File: src/hdl/dppg_defs.vh
// constants for the dual parallel port groups block
// assumes a 32-bit AXI4-Lite register bus and byte addresses
`ifndef DPPG_DEFS_VH
`define DPPG_DEFS_VH

// register byte offsets
`define DPPG_G1A_OFS 6'h00
`define DPPG_G1B_OFS 6'h04
`define DPPG_G1C_OFS 6'h08
`define DPPG_CTL1_OFS 6'h0c
`define DPPG_G2A_OFS 6'h10
`define DPPG_G2B_OFS 6'h14
`define DPPG_G2C_OFS 6'h18
`define DPPG_CTL2_OFS 6'h1c
`define DPPG_STAT_OFS 6'h20
`define DPPG_MASK_OFS 6'h24

// group 1 control fields
`define DPPG_C1_MODE_LO 0
`define DPPG_C1_MODE_HI 1
`define DPPG_C1_A_OUT 2
`define DPPG_C1_B_STRB 3
`define DPPG_C1_B_OUT 4
`define DPPG_C1_C_OUT 5
`define DPPG_C1_IRQ_ENABLE_FF_AI 6
`define DPPG_C1_IRQ_ENABLE_FF_AO 7
`define DPPG_C1_IRQ_ENABLE_FF_B 8
`define DPPG_C1_W 9
`define DPPG_C1_RST 9'h000

// port a mode codes
`define DPPG_MODE_BASIC 2'h0
`define DPPG_MODE_STRB 2'h1
`define DPPG_MODE_BIDIR 2'h2

// group 2 control fields
`define DPPG_C2_A_OUT 0
`define DPPG_C2_B_OUT 1
`define DPPG_C2_CLO_OUT 2
`define DPPG_C2_CHI_OUT 3
`define DPPG_C2_W 4
`define DPPG_C2_RST 4'h0

// interrupt status and mask
`define DPPG_ST_A 0
`define DPPG_ST_B 1
`define DPPG_ST_W 2
`define DPPG_ST_RST 2'h0

// dedicated group 1 port c bits
`define DPPG_PC_A_IRQ 3
`define DPPG_PC_A_STB 4
`define DPPG_PC_A_IBF 5
`define DPPG_PC_A_ACK 6
`define DPPG_PC_A_OBF 7
`define DPPG_PC_B_IRQ 0
`define DPPG_PC_B_FLAG 1
`define DPPG_PC_B_HS 2

// bus responses
`define DPPG_RESP_OKAY 2'h0
`define DPPG_RESP_SLVERR 2'h2

`endif

File: src/hdl/dppg_top.v
// dual parallel port groups: two three-port groups behind AXI4-Lite
// assumes pins are asynchronous to aclk; drivers outside are inverting
// Overview of operation
// (RULE_01) group 1 port a: basic, strobed, bidirectional
// (RULE_02) bidirectional drive direction follows acknowledge pc6
// (RULE_03) strobed port a interrupt on pc3 raises request
// (RULE_04) basic port a: no interrupt, pc3 is data
// (RULE_05) port a data inverted toward the connector
// (RULE_06) port b basic or strobed only
// (RULE_07) strobed port b interrupt on pc0 raises request
// (RULE_08) basic port b: pc0 data, interrupt inhibited
// (RULE_09) port a handshake bits on pc3 to pc7
// (RULE_10) port b handshake bits on pc0 to pc2
// (RULE_11) port c full 8 bits only when both basic
// (RULE_12) group 2 ports basic only, no interrupts
// (RULE_13) group 2 port c nibbles set independently
// (RULE_14) enabled port interrupts ored onto active-low request
// (RULE_15) static route inputs gate each port interrupt
// (RULE_16) input full set by strobe fall, cleared by read
// (RULE_17) output full set by write, cleared by ack fall
// (RULE_18) output interrupt on ack rise, cleared by write
// (RULE_19) reset clears registers, every port becomes input
`timescale 1ns/1ps
`default_nettype none
`include "dppg_defs.vh"

module dppg_top #(
  parameter ADDR_W = 8
) (
  // clock and reset
  input wire aclk,
  input wire aresetn,
  // axi4-lite write channels
  input wire [ADDR_W-1:0] awaddr,
  input wire awvalid,
  output wire awready,
  input wire [31:0] wdata,
  input wire [3:0] wstrb,
  input wire wvalid,
  output wire wready,
  output wire [1:0] bresp,
  output wire bvalid,
  input wire bready,
  // axi4-lite read channels
  input wire [ADDR_W-1:0] araddr,
  input wire arvalid,
  output wire arready,
  output wire [31:0] rdata,
  output wire [1:0] rresp,
  output wire rvalid,
  input wire rready,
  // interrupts
  output wire irq,
  output wire board_irq_n,
  input wire irq_route_a,
  input wire irq_route_b,
  // group 1 pins
  input wire [7:0] g1a_in,
  output wire [7:0] g1a_out,
  output wire g1a_oe_n,
  input wire [7:0] g1b_in,
  output wire [7:0] g1b_out,
  output wire g1b_oe_n,
  input wire [7:0] g1c_in,
  output wire [7:0] g1c_out,
  output wire [7:0] g1c_oe_n,
  // group 2 pins
  input wire [7:0] g2a_in,
  output wire [7:0] g2a_out,
  output wire g2a_oe_n,
  input wire [7:0] g2b_in,
  output wire [7:0] g2b_out,
  output wire g2b_oe_n,
  input wire [7:0] g2c_in,
  output wire [7:0] g2c_out,
  output wire [7:0] g2c_oe_n
);

  // word-aligned offset inside the map, else not mapped
  function mapped;
    input [ADDR_W-1:0] a;
    begin
      mapped = (a[ADDR_W-1:6] == 0) && (a[1:0] == 2'h0) &&
               (a[5:0] <= `DPPG_MASK_OFS);
    end
  endfunction

  // two-stage synchroniser for every pin input
  reg [49:0] s1_q;
  reg [49:0] s2_q;
  always @(posedge aclk) begin
    if (!aresetn) begin
      s1_q <= 50'h0000000ff0000; // port c idles high, no false edge
      s2_q <= 50'h0000000ff0000;
    end else begin
      s1_q <= {irq_route_b, irq_route_a, g2c_in, g2b_in, g2a_in,
               g1c_in, g1b_in, g1a_in};
      s2_q <= s1_q;
    end
  end
  wire [7:0] pa = s2_q[7:0];
  wire [7:0] pb = s2_q[15:8];
  wire [7:0] pc = s2_q[23:16];
  wire [7:0] p2a = s2_q[31:24];
  wire [7:0] p2b = s2_q[39:32];
  wire [7:0] p2c = s2_q[47:40];
  wire route_a = s2_q[48];
  wire route_b = s2_q[49];

  // previous port c level, for handshake edges
  reg [7:0] pc_prev_q;
  always @(posedge aclk) begin
    if (!aresetn)
      pc_prev_q <= 8'hff;
    else
      pc_prev_q <= pc;
  end
  wire [7:0] pc_fall = pc_prev_q & ~pc;
  wire [7:0] pc_rise = ~pc_prev_q & pc;

  // configuration and data latches
  reg [`DPPG_C1_W-1:0] ctl1_q;
  reg [`DPPG_C2_W-1:0] ctl2_q;
  reg [7:0] a_lat_q, b_lat_q, c_lat_q;
  reg [7:0] a_in_q, b_in_q;
  reg [7:0] g2a_lat_q, g2b_lat_q, g2c_lat_q;
  reg [`DPPG_ST_W-1:0] stat_q, mask_q;

  // mode decode; mode code 3 behaves as basic
  wire [1:0] a_mode = ctl1_q[`DPPG_C1_MODE_HI:`DPPG_C1_MODE_LO];
  wire a_m1 = (a_mode == `DPPG_MODE_STRB);
  wire a_m2 = (a_mode == `DPPG_MODE_BIDIR);
  wire a_strb = a_m1 | a_m2;
  wire a_out = ctl1_q[`DPPG_C1_A_OUT];
  wire a_hs_in = (a_m1 & ~a_out) | a_m2;
  wire a_hs_out = (a_m1 & a_out) | a_m2;
  wire b_strb = ctl1_q[`DPPG_C1_B_STRB]; // no bidir code for b
  wire b_out = ctl1_q[`DPPG_C1_B_OUT];

  // write channel state
  reg aw_held_q, w_held_q, awready_q, wready_q, bvalid_q;
  reg [ADDR_W-1:0] awaddr_q;
  reg [7:0] wdata_q;
  reg wbit8_q; // ctl1 carries a ninth bit
  reg wstrb0_q;
  reg [1:0] bresp_q;
  wire aw_take = awvalid & awready_q;
  wire w_take = wvalid & wready_q;
  wire do_wr = aw_held_q & w_held_q & ~bvalid_q;
  wire wr_ok = do_wr & wstrb0_q & mapped(awaddr_q);
  wire [5:0] wofs = awaddr_q[5:0];
  wire aw_held_d = (aw_held_q | aw_take) & ~do_wr;
  wire w_held_d = (w_held_q | w_take) & ~do_wr;
  wire bvalid_d = (bvalid_q & ~bready) | do_wr;

  // address and data taken in either order; answer after both
  always @(posedge aclk) begin
    if (!aresetn) begin
      aw_held_q <= 1'b0;
      w_held_q <= 1'b0;
      awready_q <= 1'b0;
      wready_q <= 1'b0;
      bvalid_q <= 1'b0;
      bresp_q <= `DPPG_RESP_OKAY;
      awaddr_q <= {ADDR_W{1'b0}};
      wdata_q <= 8'h00;
      wbit8_q <= 1'b0;
      wstrb0_q <= 1'b0;
    end else begin
      aw_held_q <= aw_held_d;
      w_held_q <= w_held_d;
      awready_q <= ~aw_held_d & ~bvalid_d;
      wready_q <= ~w_held_d & ~bvalid_d;
      bvalid_q <= bvalid_d;
      if (aw_take)
        awaddr_q <= awaddr;
      if (w_take) begin
        wdata_q <= wdata[7:0];
        wbit8_q <= wdata[8];
        wstrb0_q <= wstrb[0];
      end
      if (do_wr)
        bresp_q <= mapped(awaddr_q) ? `DPPG_RESP_OKAY : `DPPG_RESP_SLVERR;
    end
  end

  // read channel; side effects fire when the address is taken
  reg arready_q, rvalid_q;
  reg [1:0] rresp_q;
  reg [31:0] rdata_q;
  wire ar_take = arvalid & arready_q;
  wire rd_ok = ar_take & mapped(araddr);
  wire rvalid_d = (rvalid_q & ~rready) | ar_take;

  // one-cycle port access pulses
  wire wr_a = wr_ok & (wofs == `DPPG_G1A_OFS);
  wire wr_b = wr_ok & (wofs == `DPPG_G1B_OFS);
  wire rd_a = rd_ok & (araddr[5:0] == `DPPG_G1A_OFS);
  wire rd_b = rd_ok & (araddr[5:0] == `DPPG_G1B_OFS);

  // port a handshake flags; later statements win, so sets beat clears, except an ack fall beats a write on obf_a_q
  reg ibf_a_q, obf_a_q, int_ai_q, int_ao_q;
  always @(posedge aclk) begin
    if (!aresetn) begin
      ibf_a_q <= 1'b0;
      obf_a_q <= 1'b0;
      int_ai_q <= 1'b0;
      int_ao_q <= 1'b0;
      a_in_q <= 8'h00;
    end else begin
      if (!a_hs_in) begin
        ibf_a_q <= 1'b0;
        int_ai_q <= 1'b0;
      end
      if (!a_hs_out) begin
        obf_a_q <= 1'b0;
        int_ao_q <= 1'b0;
      end
      if (rd_a) begin
        ibf_a_q <= 1'b0; // RULE_16
        int_ai_q <= 1'b0;
      end
      if (wr_a) begin
        obf_a_q <= a_hs_out; // RULE_17
        int_ao_q <= 1'b0; // RULE_18
      end
      if (a_hs_out && pc_fall[`DPPG_PC_A_ACK])
        obf_a_q <= 1'b0; // RULE_17
      if (a_hs_out && pc_rise[`DPPG_PC_A_ACK] && !obf_a_q &&
          ctl1_q[`DPPG_C1_IRQ_ENABLE_FF_AO])
        int_ao_q <= 1'b1; // RULE_18
      if (a_hs_in && pc_fall[`DPPG_PC_A_STB]) begin
        ibf_a_q <= 1'b1; // RULE_16
        a_in_q <= ~pa; // RULE_05
      end
      if (a_hs_in && pc_rise[`DPPG_PC_A_STB] && ibf_a_q &&
          ctl1_q[`DPPG_C1_IRQ_ENABLE_FF_AI])
        int_ai_q <= 1'b1;
    end
  end
  // RULE_01 RULE_04
  wire port_irq_a = a_strb & (int_ai_q | int_ao_q);

  // port b handshake; direction picks strobe or acknowledge on pc2
  reg ibf_b_q, obf_b_q, int_b_q;
  wire b_hs = b_strb & pc_fall[`DPPG_PC_B_HS];
  wire b_hs_r = b_strb & pc_rise[`DPPG_PC_B_HS];
  always @(posedge aclk) begin
    if (!aresetn) begin
      ibf_b_q <= 1'b0;
      obf_b_q <= 1'b0;
      int_b_q <= 1'b0;
      b_in_q <= 8'h00;
    end else begin
      if (!b_strb || b_out)
        ibf_b_q <= 1'b0;
      if (!b_strb || !b_out)
        obf_b_q <= 1'b0;
      if (!b_strb)
        int_b_q <= 1'b0; // RULE_08
      if (rd_b && !b_out) begin
        ibf_b_q <= 1'b0; // RULE_16
        int_b_q <= 1'b0;
      end
      if (wr_b && b_out) begin
        obf_b_q <= b_strb; // RULE_17
        int_b_q <= 1'b0; // RULE_18
      end
      if (b_hs && b_out)
        obf_b_q <= 1'b0; // RULE_17
      if (b_hs && !b_out) begin
        ibf_b_q <= 1'b1; // RULE_16
        b_in_q <= pb;
      end
      if (b_hs_r && ctl1_q[`DPPG_C1_IRQ_ENABLE_FF_B] &&
          (b_out ? !obf_b_q : ibf_b_q))
        int_b_q <= 1'b1; // RULE_18
    end
  end
  wire port_irq_b = b_strb & int_b_q; // RULE_06

  // register writes; reset leaves every port an input
  always @(posedge aclk) begin
    if (!aresetn) begin
      ctl1_q <= `DPPG_C1_RST; // RULE_19
      ctl2_q <= `DPPG_C2_RST;
      mask_q <= `DPPG_ST_RST;
      a_lat_q <= 8'h00;
      b_lat_q <= 8'h00;
      c_lat_q <= 8'h00;
      g2a_lat_q <= 8'h00;
      g2b_lat_q <= 8'h00;
      g2c_lat_q <= 8'h00;
    end else if (wr_ok) begin
      case (wofs)
        `DPPG_G1A_OFS: a_lat_q <= wdata_q;
        `DPPG_G1B_OFS: b_lat_q <= wdata_q;
        `DPPG_G1C_OFS: c_lat_q <= wdata_q;
        `DPPG_CTL1_OFS: ctl1_q <= {wbit8_q, wdata_q}; // irq_enable_ff b in bit 8
        `DPPG_G2A_OFS: g2a_lat_q <= wdata_q;
        `DPPG_G2B_OFS: g2b_lat_q <= wdata_q;
        `DPPG_G2C_OFS: g2c_lat_q <= wdata_q;
        `DPPG_CTL2_OFS: ctl2_q <= wdata_q[`DPPG_C2_W-1:0];
        `DPPG_MASK_OFS: mask_q <= wdata_q[`DPPG_ST_W-1:0];
        default: ;
      endcase
    end
  end

  // group 1 port c drive: dedicated bits override the data latch
  reg [7:0] c_o, c_oe_n;
  always @* begin
    c_o = c_lat_q;
    c_oe_n = {8{~ctl1_q[`DPPG_C1_C_OUT]}}; // RULE_11
    if (a_strb) begin
      c_o[`DPPG_PC_A_IRQ] = port_irq_a; // RULE_03 RULE_09
      c_o[`DPPG_PC_A_IBF] = ibf_a_q;
      c_o[`DPPG_PC_A_OBF] = ~obf_a_q;
      c_oe_n[7:3] = 5'h0a; // strobe and ack are inputs
    end
    if (b_strb) begin
      c_o[`DPPG_PC_B_IRQ] = port_irq_b; // RULE_07 RULE_10
      c_o[`DPPG_PC_B_FLAG] = b_out ? ~obf_b_q : ibf_b_q;
      c_oe_n[2:0] = 3'h4;
    end
  end

  // pin drivers, all registered
  reg [7:0] g1a_out_q, g1b_out_q, g1c_out_q, g1c_oe_n_q;
  reg g1a_oe_n_q, g1b_oe_n_q, g2a_oe_n_q, g2b_oe_n_q;
  reg [7:0] g2c_oe_n_q;
  always @(posedge aclk) begin
    if (!aresetn) begin
      g1a_out_q <= 8'hff;
      g1b_out_q <= 8'h00;
      g1c_out_q <= 8'h00;
      g1a_oe_n_q <= 1'b1; // RULE_19
      g1b_oe_n_q <= 1'b1;
      g1c_oe_n_q <= 8'hff;
      g2a_oe_n_q <= 1'b1;
      g2b_oe_n_q <= 1'b1;
      g2c_oe_n_q <= 8'hff;
    end else begin
      g1a_out_q <= ~a_lat_q; // RULE_05
      if (a_m2)
        g1a_oe_n_q <= pc[`DPPG_PC_A_ACK]; // RULE_02
      else
        g1a_oe_n_q <= ~a_out;
      g1b_out_q <= b_lat_q;
      g1b_oe_n_q <= ~b_out;
      g1c_out_q <= c_o;
      g1c_oe_n_q <= c_oe_n;
      // RULE_12 RULE_13
      g2a_oe_n_q <= ~ctl2_q[`DPPG_C2_A_OUT];
      g2b_oe_n_q <= ~ctl2_q[`DPPG_C2_B_OUT];
      g2c_oe_n_q <= {{4{~ctl2_q[`DPPG_C2_CHI_OUT]}},
                     {4{~ctl2_q[`DPPG_C2_CLO_OUT]}}};
    end
  end

  // interrupt status: sticky, write one to clear, set wins
  reg [1:0] pend_prev_q;
  wire [1:0] ev = {port_irq_b, port_irq_a} & ~pend_prev_q;
  reg irq_q, board_irq_n_q;
  wire [1:0] st_clr = (wr_ok && wofs == `DPPG_STAT_OFS) ?
                      wdata_q[1:0] : 2'h0;
  always @(posedge aclk) begin
    if (!aresetn) begin
      pend_prev_q <= 2'h0;
      stat_q <= `DPPG_ST_RST;
      irq_q <= 1'b0;
      board_irq_n_q <= 1'b1;
    end else begin
      pend_prev_q <= {port_irq_b, port_irq_a};
      stat_q <= (stat_q & ~st_clr) | ev;
      irq_q <= |(stat_q & mask_q);
      board_irq_n_q <= ~((port_irq_a & route_a) |
                         (port_irq_b & route_b)); // RULE_14 RULE_15
    end
  end

  // read data mux
  reg [7:0] rd_v;
  always @* begin
    case (araddr[5:0])
      `DPPG_G1A_OFS: rd_v = a_strb ? a_in_q : (a_out ? a_lat_q : ~pa);
      `DPPG_G1B_OFS: rd_v = b_out ? b_lat_q : (b_strb ? b_in_q : pb);
      `DPPG_G1C_OFS: rd_v = (g1c_out_q & ~g1c_oe_n_q) | (pc & g1c_oe_n_q);
      `DPPG_CTL1_OFS: rd_v = ctl1_q[7:0];
      `DPPG_G2A_OFS: rd_v = g2a_oe_n_q ? p2a : g2a_lat_q;
      `DPPG_G2B_OFS: rd_v = g2b_oe_n_q ? p2b : g2b_lat_q;
      `DPPG_G2C_OFS: rd_v = (g2c_lat_q & ~g2c_oe_n_q) | (p2c & g2c_oe_n_q);
      `DPPG_CTL2_OFS: rd_v = {4'h0, ctl2_q};
      `DPPG_STAT_OFS: rd_v = {6'h00, stat_q};
      `DPPG_MASK_OFS: rd_v = {6'h00, mask_q};
      default: rd_v = 8'h00;
    endcase
  end

  always @(posedge aclk) begin
    if (!aresetn) begin
      arready_q <= 1'b0;
      rvalid_q <= 1'b0;
      rresp_q <= `DPPG_RESP_OKAY;
      rdata_q <= 32'h0;
    end else begin
      arready_q <= ~rvalid_d;
      rvalid_q <= rvalid_d;
      if (ar_take) begin
        rresp_q <= rd_ok ? `DPPG_RESP_OKAY : `DPPG_RESP_SLVERR;
        rdata_q <= rd_ok ? {23'h0, ctl1_q[8] &
                            (araddr[5:0] == `DPPG_CTL1_OFS), rd_v} : 32'h0;
      end
    end
  end

  // outputs straight from flops
  assign awready = awready_q;
  assign wready = wready_q;
  assign bvalid = bvalid_q;
  assign bresp = bresp_q;
  assign arready = arready_q;
  assign rvalid = rvalid_q;
  assign rresp = rresp_q;
  assign rdata = rdata_q;
  assign irq = irq_q;
  assign board_irq_n = board_irq_n_q;
  assign g1a_out = g1a_out_q;
  assign g1a_oe_n = g1a_oe_n_q;
  assign g1b_out = g1b_out_q;
  assign g1b_oe_n = g1b_oe_n_q;
  assign g1c_out = g1c_out_q;
  assign g1c_oe_n = g1c_oe_n_q;
  assign g2a_out = g2a_lat_q;
  assign g2a_oe_n = g2a_oe_n_q;
  assign g2b_out = g2b_lat_q;
  assign g2b_oe_n = g2b_oe_n_q;
  assign g2c_out = g2c_lat_q;
  assign g2c_oe_n = g2c_oe_n_q;

endmodule

`default_nettype wire

File: config.mk
export PLATFORM = sky130hd
export DESIGN_NAME = dppg_top
export DESIGN_NICKNAME = d
export VERILOG_FILES = /design/src/hdl/dppg_top.v
export VERILOG_INCLUDE_DIRS = /design/src /design/src/hdl
export SDC_FILE = /design/constraint.sdc
export NUM_CORES = 1
export LEC_CHECK = 0
export BUFFER_PORTS_ARGS = -buffer_cell sky130_fd_sc_hd__buf_2
export CAP_MARGIN = 0
export CORE_MARGIN = 2
export CORE_UTILIZATION = 39
export CTS_BUF_LIST = sky130_fd_sc_hd__clkbuf_4 sky130_fd_sc_hd__clkbuf_8
export DETAILED_ROUTE_END_ITERATION = 16
export PLACE_DENSITY_LB_ADDON = 0.08
export SYNTH_ARGS = -nofsm -noshare
export SYNTH_HDL_FRONTEND = slang
export SYNTH_SLANG_ARGS = --single-unit
File: constraint.sdc
create_clock -name aclk -period 4.3 [get_ports aclk]
set_clock_uncertainty 0.05 [all_clocks]
set_input_delay 0.86 -clock aclk [delete_from_list [all_inputs] [get_ports aclk]]
set_output_delay 0.86 -clock aclk [all_outputs]
set_load 0.05 [all_outputs]
==> flow_metrics.py <==
metrics = {
    "setup_path": {
        "cpMaxStageDelayCell": "o311ai_0",
        "critical_path_class": "flop to flop",
        "setup.reg_to_reg.worst_slack_ns": 1.56,
        "critical-path-top-delay-family": "compound AO/OA/AOI/OAI gates",
        "crit_path_start": "ctl1_q[0]",
        "crit_path_cell_trace": "inv_1 > ha_1 > inv_1 > o311ai_0 > nand3_1 > a31oi_1",
        "worst-endpoint-arrival_ns": 3.16,
        "setup.worst_path.end_class": "flop",
        "r2r_start": "ctl1_q[0]",
        "reg2reg_path_depth": 6,
        "critical-path-max-stage-delay_ns": 0.95,
        "cell_occurring_most_often_along_the_worst_timing_path": "inv_1",
        "cp_data_required_time_ns": 4.73,
        "cp_max_fo": 13,
        "critical_path.n_buffers_inverters": 2,
        "cp.depth": 6,
        "setup.worst_path.start_class": "flop",
    },
    "synth": {
        "postSynth.topFlopCell": "dfxtp_1",
        "synth_top_cell_area_share": 0.5231,
        "synth-seq-area-share": 0.5231,
        "post-synth-top-count-cell": "dfxtp_1",
        "synth-async-reset-ratio": 0,
        "synth_largest_area_cell": "dfxtp_1",
        "yosys-top-cells-area": "dfxtp_1, and2_1, a21oi_1",
        "synth-seq-cells": 265,
        "synth_edf_count": 0,
        "syn-cell-area_um2": 10140,
        "ys.warnings.count": 0,
        "synth_area_per_cell_um2": 9.212,
        "synth_cells": 1101,
        "post_synth_most_frequent_cells": "dfxtp_1, and2_1, a21oi_1, o21ai_0, nand2_1",
        "synth.distinct_cells": 61,
    },
    "routing": {
        "via_per_inst": 5.099,
        "drcViolationCount": 0,
        "num_vias": 8122,
        "first_iter_violations": 607,
        "wl_per_cell_um": 18.37,
        "drt.antenna.violating_nets": 0,
        "drt_wl_total_um": 29260,
        "first_pass_iters": 5,
    },
    "power_and_ir_drop": {
        "power_spent_charging_and_discharging_nets_mw": 1.231,
        "seq_power_share": 0.496,
        "total_leakage_power_nw": 4.801,
        "pwr-share-clk": 0.446,
        "internal_power_mw": 3.921,
        "power_density_nw_per_um2": 433.2,
        "comb_power_share": 0.059,
        "max-vdd-ir-drop_mv": 0.2075,
        "switching_share": 0.2390,
    },
    "clock_tree": {
        "ctsLongestPathBuffers": 3,
        "tritoncts.num_buffers": 45,
        "tritoncts_num_sinks": 265,
        "root_buffer": "clkbuf_8",
        "count_of_instances_resized_after_the_clock_tree_is_built": 0,
        "cts_max_level": 2,
        "tritoncts": "built",
        "cts.clk_slew.worst_paths_ns": 0.06,
        "clock_insertion_delay_at_the_later_pin_of_the_skew_report_ns": 0.56,
        "cts_hold_buf": 0,
        "postCtsSetupRepairBufs": 0,
    },
    "job": {
        "max_cap_violations": 0,
    },
    "grt": {
        "grt.total_usage": 0.2120,
        "grt_pass1_wl_um": 44040,
        "globalRoute.totalOverflow": 0,
        "first_global_vias": 7525,
        "grt_start_max_net_pins": 80,
        "antenna_violations_before_repair": 0,
    },
    "die": {
        "die_w_um": 165.3,
        "row_count": 59,
        "die_height_um": 165.3,
        "pin_count": 220,
        "core_um2": 25760,
        "initial_core_util": 0.3937,
        "dieArea_um2": 27310,
    },
    "sta": {
        "slew_viol_final": 0,
        "fmax_ghz": 0.3654,
        "relSlewSlack": 0.2552,
        "unrepaired_setup_endpoints_after_global_routing": "no",
        "period_needed_ns": 2.737,
        "tightestPinTransition_ns": 1.117,
        "final-hold-violation-count": 0,
        "finalCritPeriodShare": 0.6364,
        "timing.final.setup_violations": 0,
        "layout_setup_ws_ns": 1.563,
        "setup_tns_ns": 0,
    },
    "cells_and_area": {
        "diodes": 0,
        "nets": 1339,
        "synth_to_final_area_change_pct": 17.25,
        "drive_gt1_frac": 0.2218,
        "filler_cells": 2589,
        "layout.area.seq_um2": 5305,
        "finished_layout_cells": 1593,
        "multi_input_comb_area_um2": 4264,
    },
    "worst_hold_path": {
        "timing.hold.worst_path_depth": 1,
        "hold_class": "flop to flop",
        "min_delay_src": "ctl2_q[0]",
    },
    "status": {
        "run_status": "finished clean",
    },
    "placement": {
        "post-place-ws_ns": 1.498,
        "port-buffer-count": 168,
        "place_hpwl_um": 19990,
        "routabilityCongestion": 0.8524,
        "place_inst": 1516,
    },
}
-- routing by layer --
layer | track usage | vias to the layer above | part of all wire | routed length (µm)
met3 | 0.04895 | 66 | 0.074 | 2155
li1 | - | 3975 | - | -
met1 | 0.2981 | 3768 | 0.47 | 13700
met4 | 0.08340 | 0 | 0.033 | 971
met2 | 0.3144 | 313 | 0.42 | 12430
met5 | 0 | - | 0 | 0
-- sequential cells by signal, indices dropped and copies added, names as in the netlist, 3 cells and up --
register	count
b_lat_q	8
g1c_out	8
pc_prev_q	3
g2b_out	8
c_lat_q	8
s2_q	50
wdata_q	8
rdata	9
g1a_out	8
awaddr_q	8
s1_q	50
a_in_q	8
g2a_out	8
a_lat_q	8
b_in_q	8
g2c_out	8
ctl2_q	4
g1c_oe_n	4
ctl1_q	9
g1b_out	8
-- power by group through the flow --
stage               registers [mW]  clock network (mW)  logic, mW
finish                        2.56                2.30      0.301
CTS                           2.56                2.36      0.303
detailed placement            2.61                   0      0.302
floorplan                     2.60                   0      0.219
global route                  2.56                2.48      0.328
global placement              2.61                   0      0.301
-- metrics by stage --
stage	hold slack (ns)	power (mW)	utilization	area, µm²
after floorplan	0.3168	2.816	-	10230
after global placement	0.3375	2.909	0.4260	10980
after detailed placement	0.3332	2.910	0.4260	10980
after CTS	0.3518	5.222	0.4616	11890
after global routing	0.3599	5.370	0.4616	11890
final	0.3507	5.152	0.4616	11890
-- final cells by class --
| class | instances | area share |
|---|---|---|
| Tap cell | 335 | 0.03525 |
| Multi-Input combinational cell | 723 | 0.3586 |
| Sequential cell | 265 | 0.4461 |
| Timing Repair Buffer | 178 | 0.07828 |
| Inverter | 15 | 0.004735 |
| Clock inverter | 6 | 0.004840 |
| Clock buffer | 71 | 0.07218 |
-- placed cells by master, fill, tap and decap left out, types with 11 or more instances in the layout --
| master | instances |
|---|---|
| clkbuf_8 | 52 |
| nor2b_1 | 21 |
| nand2_1 | 76 |
| a211oi_1 | 14 |
| nand3_1 | 75 |
| a21oi_1 | 93 |
| buf_2 | 167 |
| nor2_1 | 36 |
| clkbuf_4 | 19 |
| o21ai_0 | 77 |
| and2_1 | 104 |
| dfxtp_1 | 265 |
| nand2b_1 | 34 |
| mux2i_1 | 41 |
| inv_1 | 14 |
| nor3_1 | 25 |
| mux2_2 | 11 |
| conb_1 | 25 |
-- path summary, 6_finish.rpt --
check	end
max	rdata[4]
min	g2a_oe_n
max reg2reg	rdata[4]
min reg2reg	g2a_oe_n
-- cells by family (layout without fill, tap and decap cells) --
family | count (synthesis) | count (layout) | share of synthesized area
muxes | 52 | 52 | 0.05268
and+or+nand+nor | 404 | 404 | 0.2142
DFF | 265 | 265 | 0.5231
other | 1 | 25 | 0.0003697
AOI/OAI and AO/OA | 240 | 240 | 0.1413
adders and majority gates | 2 | 2 | 0.002467
buffers and inverters | 137 | 270 | 0.06600
Note: power is estimated with default switching activity, not from simulation.
